--- src/logic/mdsm_pkg.sv ---
package mdsm_pkg;

  localparam int          SEL_W          = 4;
  localparam int          SYNC_STAGES    = 2;

  localparam logic [7:0]  OFS_CONTROL    = 8'h00;
  localparam logic [7:0]  OFS_SOURCE     = 8'h04;
  localparam logic [7:0]  OFS_HIGH_CAR   = 8'h08;
  localparam logic [7:0]  OFS_LOW_CAR    = 8'h0C;

  localparam int          CTL_ENABLE     = 7;
  localparam int          CTL_OUT_INV    = 4;
  localparam int          CTL_STATUS     = 3;
  localparam int          CTL_SOFT_BIT   = 0;
  localparam int          CAR_INVERT     = 6;
  localparam int          CAR_SYNC       = 5;

  localparam logic [3:0]  DATA_SOFT_BIT  = 4'h0;
  localparam logic [3:0]  DATA_EXT_PIN   = 4'h1;
  localparam logic [3:0]  CAR_GROUND     = 4'h0;
  localparam logic [3:0]  CAR_PIN_ONE    = 4'h1;
  localparam logic [3:0]  CAR_PIN_TWO    = 4'h2;
  localparam logic [3:0]  CAR_REF_CLOCK  = 4'h3;
  localparam logic [3:0]  CAR_RESERVED   = 4'h9;
  localparam logic [3:0]  CAR_FAST_OSC   = 4'hB;

  localparam logic [31:0] RESET_WORD     = 32'h0000_0000;

  typedef enum logic [1:0] {
    MDSM_APB_IDLE = 2'b01,
    MDSM_APB_DONE = 2'b10
  } mdsm_apb_e;

endpackage : mdsm_pkg

--- src/logic/mdsm_top.sv ---
module mdsm_top #(
  parameter int SEL_W = mdsm_pkg::SEL_W
) (
  input  wire logic              pclk,
  input  wire logic              presetn,
  input  wire logic              psel,
  input  wire logic              penable,
  input  wire logic              pwrite,
  input  wire logic [7:0]        paddr,
  input  wire logic [31:0]       pwdata,
  output logic      [31:0]       prdata,
  output logic                   pready,
  output logic                   pslverr,
  input  wire logic [2**SEL_W-1:0] modulator_periph,
  input  wire logic [2**SEL_W-1:0] carrier_periph,
  input  wire logic              external_modulator_pin,
  input  wire logic              external_carrier_pin_one,
  input  wire logic              external_carrier_pin_two,
  input  wire logic              reference_clock_output,
  input  wire logic              internal_fast_oscillator,
  output logic                   modulated_output
);

  // --------------------------------------------------------------------
  // State.
  // --------------------------------------------------------------------
  typedef struct packed {
    logic                 enable;
    logic                 out_inv;
    logic                 soft_bit;
    logic [SEL_W-1:0]     data_sel;
    logic                 hi_inv;
    logic                 hi_sync;
    logic [SEL_W-1:0]     hi_sel;
    logic                 lo_inv;
    logic                 lo_sync;
    logic [SEL_W-1:0]     lo_sel;
    logic                 hi_act;
    logic                 lo_act;
    logic                 pin;
    logic                 status;
    mdsm_pkg::mdsm_apb_e  apb;
    logic [31:0]          rdata;
    logic                 ready;
    logic                 slverr;
  } mdsm_state_s;

  mdsm_state_s state_reg;
  mdsm_state_s state_next;

  logic             data_raw;
  logic             hi_raw;
  logic             lo_raw;
  logic             data_lvl;
  logic             hi_lvl;
  logic             hi_fall;
  logic             lo_lvl;
  logic             lo_fall;
  logic [31:0]      read_word;
  logic             addr_hit;

  // --------------------------------------------------------------------
  // Source selection.
  // --------------------------------------------------------------------
  function automatic logic pick_carrier(input logic [SEL_W-1:0] sel,
                                        input logic [2**SEL_W-1:0] periph,
                                        input logic pin_one,
                                        input logic pin_two,
                                        input logic ref_clk,
                                        input logic fast_osc);
    logic v;
    v = periph[sel];
    case (sel)
      mdsm_pkg::CAR_GROUND:    v = 1'b0;
      mdsm_pkg::CAR_PIN_ONE:   v = pin_one;
      mdsm_pkg::CAR_PIN_TWO:   v = pin_two;
      mdsm_pkg::CAR_REF_CLOCK: v = ref_clk;
      mdsm_pkg::CAR_RESERVED:  v = 1'b0;
      mdsm_pkg::CAR_FAST_OSC:  v = fast_osc;
      default:                 v = periph[sel];
    endcase
    return v;
  endfunction : pick_carrier

  always_comb begin
    data_raw = modulator_periph[state_reg.data_sel];
    hi_raw   = 1'b0;
    lo_raw   = 1'b0;
    if (state_reg.enable) begin
      if (state_reg.data_sel == mdsm_pkg::DATA_SOFT_BIT) begin
        data_raw = state_reg.soft_bit;
      end else if (state_reg.data_sel == mdsm_pkg::DATA_EXT_PIN) begin
        data_raw = external_modulator_pin;
      end
      hi_raw = pick_carrier(state_reg.hi_sel, carrier_periph, external_carrier_pin_one,
                            external_carrier_pin_two, reference_clock_output,
                            internal_fast_oscillator) ^ state_reg.hi_inv;
      lo_raw = pick_carrier(state_reg.lo_sel, carrier_periph, external_carrier_pin_one,
                            external_carrier_pin_two, reference_clock_output,
                            internal_fast_oscillator) ^ state_reg.lo_inv;
    end else begin
      data_raw = state_reg.soft_bit;
    end
  end

  // --------------------------------------------------------------------
  // Synchronisers for the three mixed signals.
  // --------------------------------------------------------------------
  mdsm_edge_sync #(
    .STAGES   (mdsm_pkg::SYNC_STAGES)
  ) u_sync_data (
    .pclk     (pclk),
    .presetn  (presetn),
    .async_in (data_raw),
    .level    (data_lvl),
    .fall     ()
  );

  mdsm_edge_sync #(
    .STAGES   (mdsm_pkg::SYNC_STAGES)
  ) u_sync_high (
    .pclk     (pclk),
    .presetn  (presetn),
    .async_in (hi_raw),
    .level    (hi_lvl),
    .fall     (hi_fall)
  );

  mdsm_edge_sync #(
    .STAGES   (mdsm_pkg::SYNC_STAGES)
  ) u_sync_low (
    .pclk     (pclk),
    .presetn  (presetn),
    .async_in (lo_raw),
    .level    (lo_lvl),
    .fall     (lo_fall)
  );

  // --------------------------------------------------------------------
  // Register read view.
  // --------------------------------------------------------------------
  always_comb begin
    read_word = mdsm_pkg::RESET_WORD;
    addr_hit  = 1'b1;
    case (paddr)
      mdsm_pkg::OFS_CONTROL: begin
        read_word[mdsm_pkg::CTL_ENABLE]   = state_reg.enable;
        read_word[mdsm_pkg::CTL_OUT_INV]  = state_reg.out_inv;
        read_word[mdsm_pkg::CTL_STATUS]   = state_reg.status;
        read_word[mdsm_pkg::CTL_SOFT_BIT] = state_reg.soft_bit;
      end
      mdsm_pkg::OFS_SOURCE: begin
        read_word[SEL_W-1:0] = state_reg.data_sel;
      end
      mdsm_pkg::OFS_HIGH_CAR: begin
        read_word[mdsm_pkg::CAR_INVERT] = state_reg.hi_inv;
        read_word[mdsm_pkg::CAR_SYNC]   = state_reg.hi_sync;
        read_word[SEL_W-1:0]            = state_reg.hi_sel;
      end
      mdsm_pkg::OFS_LOW_CAR: begin
        read_word[mdsm_pkg::CAR_INVERT] = state_reg.lo_inv;
        read_word[mdsm_pkg::CAR_SYNC]   = state_reg.lo_sync;
        read_word[SEL_W-1:0]            = state_reg.lo_sel;
      end
      default: begin
        addr_hit = 1'b0;
      end
    endcase
  end

  // --------------------------------------------------------------------
  // Next state: bus slave and mixer.
  // --------------------------------------------------------------------
  always_comb begin
    state_next        = state_reg;
    state_next.ready  = 1'b0;
    state_next.slverr = 1'b0;

    // The answer comes one cycle into the access phase.
    case (state_reg.apb)
      mdsm_pkg::MDSM_APB_IDLE: begin
        if (psel && penable) begin
          state_next.apb    = mdsm_pkg::MDSM_APB_DONE;
          state_next.ready  = 1'b1;
          state_next.slverr = ~addr_hit;
          state_next.rdata  = (!pwrite && addr_hit) ? read_word : mdsm_pkg::RESET_WORD;
          if (pwrite) begin
            case (paddr)
              mdsm_pkg::OFS_CONTROL: begin
                state_next.enable   = pwdata[mdsm_pkg::CTL_ENABLE];
                state_next.out_inv  = pwdata[mdsm_pkg::CTL_OUT_INV];
                state_next.soft_bit = pwdata[mdsm_pkg::CTL_SOFT_BIT];
              end
              mdsm_pkg::OFS_SOURCE: begin
                state_next.data_sel = pwdata[SEL_W-1:0];
              end
              mdsm_pkg::OFS_HIGH_CAR: begin
                state_next.hi_inv  = pwdata[mdsm_pkg::CAR_INVERT];
                state_next.hi_sync = pwdata[mdsm_pkg::CAR_SYNC];
                state_next.hi_sel  = pwdata[SEL_W-1:0];
              end
              mdsm_pkg::OFS_LOW_CAR: begin
                state_next.lo_inv  = pwdata[mdsm_pkg::CAR_INVERT];
                state_next.lo_sync = pwdata[mdsm_pkg::CAR_SYNC];
                state_next.lo_sel  = pwdata[SEL_W-1:0];
              end
              default: begin
                state_next.rdata = mdsm_pkg::RESET_WORD;
              end
            endcase
          end
        end
      end
      mdsm_pkg::MDSM_APB_DONE: begin
        state_next.apb = mdsm_pkg::MDSM_APB_IDLE;
      end
      default: begin
        state_next.apb = mdsm_pkg::MDSM_APB_IDLE;
      end
    endcase

    // Carrier activation follows the modulator; a synced carrier only
    // switches on its own falling edge, so no pulse is cut short.
    if (data_lvl) begin
      if (!state_reg.hi_sync || hi_fall) begin
        state_next.hi_act = 1'b1;
      end
      if (!state_reg.hi_sync || !state_reg.hi_act || state_reg.lo_sync) begin
        if (!state_reg.lo_sync || lo_fall) begin
          state_next.lo_act = 1'b0;
        end
      end else begin
        state_next.lo_act = 1'b0;
      end
    end else begin
      if (!state_reg.lo_sync || lo_fall) begin
        state_next.lo_act = 1'b1;
      end
      if (state_reg.hi_sync) begin
        if (hi_fall) begin
          state_next.hi_act = 1'b0;
        end
      end else begin
        state_next.hi_act = 1'b0;
      end
    end
    if (data_lvl && !state_reg.hi_sync) begin
      state_next.lo_act = state_reg.lo_sync ? (state_reg.lo_act & ~lo_fall) : 1'b0;
    end
    if (!data_lvl && state_reg.hi_sync && state_reg.lo_sync) begin
      state_next.lo_act = state_reg.lo_act | lo_fall;
    end

    state_next.status = (state_reg.hi_act & hi_lvl) | (state_reg.lo_act & lo_lvl);
    if (state_reg.enable) begin
      state_next.pin = state_next.status ^ state_reg.out_inv;
    end else begin
      state_next.pin = 1'b0;
    end
  end

  // --------------------------------------------------------------------
  // State register.
  // --------------------------------------------------------------------
  always_ff @(posedge pclk or negedge presetn) begin
    if (!presetn) begin
      state_reg        <= '0;
      state_reg.apb    <= mdsm_pkg::MDSM_APB_IDLE;
    end else begin
      state_reg <= state_next;
    end
  end

  assign prdata           = state_reg.rdata;
  assign pready           = state_reg.ready;
  assign pslverr          = state_reg.slverr;
  assign modulated_output = state_reg.pin;

endmodule : mdsm_top

--- src/logic/mdsm_edge_sync.sv ---
module mdsm_edge_sync #(
  parameter int STAGES = 2
) (
  input  wire logic pclk,
  input  wire logic presetn,
  input  wire logic async_in,
  output logic      level,
  output logic      fall
);

  // --------------------------------------------------------------------
  // Synchroniser chain with a falling-edge detector on its last stage.
  // --------------------------------------------------------------------
  logic [STAGES-1:0] chain_reg;
  logic              prev_reg;

  always_ff @(posedge pclk or negedge presetn) begin
    if (!presetn) begin
      chain_reg <= '0;
      prev_reg  <= 1'b0;
    end else begin
      chain_reg <= {chain_reg[STAGES-2:0], async_in};
      prev_reg  <= chain_reg[STAGES-1];
    end
  end

  assign level = chain_reg[STAGES-1];
  assign fall  = prev_reg & ~chain_reg[STAGES-1];

endmodule : mdsm_edge_sync

--- config.mk ---
export PLATFORM = sky130hd
export DESIGN_NAME = mdsm_top
export DESIGN_NICKNAME = d
export VERILOG_FILES = /design/src/logic/mdsm_pkg.sv /design/src/logic/mdsm_top.sv /design/src/logic/mdsm_edge_sync.sv
export SDC_FILE = /design/constraint.sdc
export NUM_CORES = 1
export LEC_CHECK = 0
export BUFFER_PORTS_ARGS = -buffer_cell sky130_fd_sc_hd__clkbuf_2
export CORE_UTILIZATION = 42
export CTS_CLUSTER_DIAMETER = 150
export DETAILED_ROUTE_END_ITERATION = 8
export GPL_TIMING_DRIVEN = 0
export PLACE_DENSITY = 0.76
export RECOVER_POWER = 100
export SLEW_MARGIN = 20
export SYNTH_ARGS = -nofsm -noshare
export SYNTH_HDL_FRONTEND = slang
export SYNTH_SLANG_ARGS = --single-unit
--- constraint.sdc ---
create_clock -name pclk -period 1.76 [get_ports pclk]
set_clock_uncertainty 0.1 [all_clocks]
set_input_delay 0.088 -clock pclk [delete_from_list [all_inputs] [get_ports pclk]]
set_output_delay 0.088 -clock pclk [all_outputs]
set_load 0.01 [all_outputs]
==> metrics <==
status=complete, but fails checks; violated checks=negative setup slack; DIE WIDTH=79.54 um; Diodes inserted=0; Routed WL=5367 um; mux cell area share after synthesis=22.94%; routed vias/inst=4.833; met3 wire length=320 um; # DRC=0; Critical Path AT=1.89 ns; DR iter-0 viols=79; Least-Margin Pin Slew=1.020 ns; dpl hpwl=4042 um; Synth Flop Type=dfrtp_1; max-slew violations=0; grt ovf=0; clock-pin slew on the worst setup and hold paths=0.08 ns; critical path depth=6; family with the most delay on the worst path=flip-flops; yosys warns=0; CTS buffer count=5; gpl congestion=0.7519; Initial Util=44.75%; Die ar.=6326 um^2; root buffer cell=clkbuf_8; met2 wire length=2648 um; min Tclk post-route=1.808 ns; total power=2.063 mW; overall global routing resource usage=18.43%; XOR/XNOR share of the synthesized area=0%; Final WS setup=-0.04804 ns; CP Data Required Time=1.84 ns; Reg2Reg Setup Slack=-0.05 ns; # IOs=117; Max VDD drop=0.0003999 V; Synth Area per Inst=11.32 um^2; number of synthesized flops with an enable pin=0; Adder-Cell Fraction of Synth Area=0%; Setup TNS=-0.3962 ns; critical path class=flop to flop; chip height=79.54 um; worst r2r src=state_reg[34]; unrepaired setup endpoints after global routing=yes; area of the mapped netlist=2525 um^2; number of global-route vias before repair=1876; CP Capture Type=flop; Hold Crit Class=input pin to flop; FILL cells=490; clock tree buffer depth=2; antenna viol nets, final=0; DRT Pass-1 Iters=5; hold_ws=0.03179 ns; Peak Freq=0.5531 GHz; CP peak stage delay=0.55 ns; Synth Area in Compound Gates=7.483%; layout cell share with drive strength beyond 1=44.98%; Reg2Reg Depth=6; WL/cell=13.38 um; launch point of the worst path=state_reg[34]; Design Area, Final=3321 um^2; largest net degree at the start of global routing=44; unique cell type count in the Yosys netlist=45; I/O Buffers=61; cell count after synthesis=223; CTS H-tree depth=2; Final period util=102.7%; top routing layer in use=met4; synthesized-area fraction occupied by and/or/nand/nor cells=14.87%; # setup viols final=13; cell chain of the critical path=nand4b_4 > inv_4 > nand4_4 > nor3b_4 > buf_6 > mux2_4; # Max-Cap Violations=0; CTS tree=yes; initial antenna violation count=0; final core utilization=58.86%; Rel. slew slack=31.98%; max FFs per register=24; Post-synth ARST share=100.0%; Placed Area=3024 um^2; core footprint=5642 um^2; Pleak=1.617 nW; clock sinks=43; Crit-path slowest cell=dfstp_2; register area share after synthesis=42.67%; Worst Path Buf+Inv=2; Net count, final=410; PwrDens=621.3 nW/um^2; first-pass GRT wire length=8811 um; FP Rows=27; post-synthesis register bit count=43; commonest non-fill, non-tap cell in the layout=clkbuf_2; RR Endpoint=state_reg[49]; Crit Path Max Fanout=6; Hold Vio Cnt, Final=0; clock latency on the worst-skew pair=0.29 ns; Startpoint Class=flop; most frequent cells in the layout=clkbuf_2, dfrtp_1, buf_4; Metal-1 WL=2340 um; Worst Setup EP=state_reg[49]; vias=1938; synth-to-layout area growth=31.52%; largest family of logic cells by synthesized area=multiplexers
==> routing by layer <==
layer,track usage [%],up-vias
li1,-,969
met1,23.52,896
met2,30.94,67
met3,4.800,6
met4,4.545,0
met5,0,-
==> worst min-delay path by stage <==
stage | cells past startpoint | end | slack, ns | startpoint
final | 3 | pslverr | 0.03 | paddr[0]
after global routing | 3 | pslverr | 0.04 | paddr[0]
after CTS | 3 | pslverr | 0.02 | paddr[0]
after detailed placement | 1 | prdata[5] | 0.22 | presetn
after global placement | 1 | prdata[4] | 0.21 | presetn
after floorplan | 0 | modulated_output | -0.31 | presetn
==> per-stage QoR <==
stage,setup WS [ns],instances
global route,-0.1363,401
global placement,-0.3088,379
CTS,-0.04369,400
finish,-0.04804,401
floorplan,-0.05868,246
detailed placement,-0.3419,379
==> synth_stat cells, types with 2 or more instances <==
library cell	n	area (um^2)
dfrtp_1	42	1051
buf_4	33	247.7
mux2_2	31	349.1
nand2_1	22	82.58
mux2i_1	14	140.1
nand3_1	5	25.02
nand3b_1	5	37.54
nor2_1	5	18.77
clkbuf_1	4	15.01
inv_1	4	15.01
mux4_2	4	90.09
o21ai_0	4	20.02
o31ai_1	4	30.03
buf_2	3	15.01
o2111ai_1	3	26.28
a21oi_1	2	10.01
a221oi_1	2	17.52
a22oi_1	2	15.01
nand2b_1	2	12.51
nand4_4	2	42.54
nor3_1	2	10.01
nor3b_1	2	15.01
nor4_1	2	12.51
o22ai_1	2	12.51
o311ai_0	2	17.52
==> kinds of logic after synthesis <==
group           count (synthesis)
flops                          43
buf+inv                        46
simple gates                   58
compound gates                 26
other cells                     1
mux                            49
==> timing repair <==
| action | in CTS | in global routing |
|---|---|---|
| pin swaps | 3 | 1 |
| buffers inserted | 4 | 1 |
| hold endpoints to repair | 61 | 0 |
| setup endpoints to repair | 20 | 21 |
| hold buffers | 9 | 0 |
| gates resized for setup | 14 | 3 |
==> where the power goes <==
part / internal [mW] / switching (mW) / total (mW)
logic: 0.138 / 0.131 / 0.269
registers: 1.00 / 0.00898 / 1.01
clock network: 0.459 / 0.326 / 0.785
total: 1.60 / 0.467 / 2.06
==> cell type report <==
type                            count  area, um^2  area share, %
Buffer                             41       284.0          8.553
Multi-Input combinational cell    157        1304          39.26
Inverter                            5       21.27         0.6405
Sequential cell                    43        1077          32.44
Timing Repair Buffer               75       426.7          12.85
Clock inverter                      2       35.03          1.055
Tap cell                           72       90.09          2.713
Clock buffer                        6       82.58          2.487
==> worst min-delay path: cells and delay by family <==
family | cells | cell delay (ns)
buf+inv | 1 | 0.10
simple gates | 1 | 0.05
compound gates | 1 | 0.14
No activity file was read; power rests on OpenSTA's default activity.
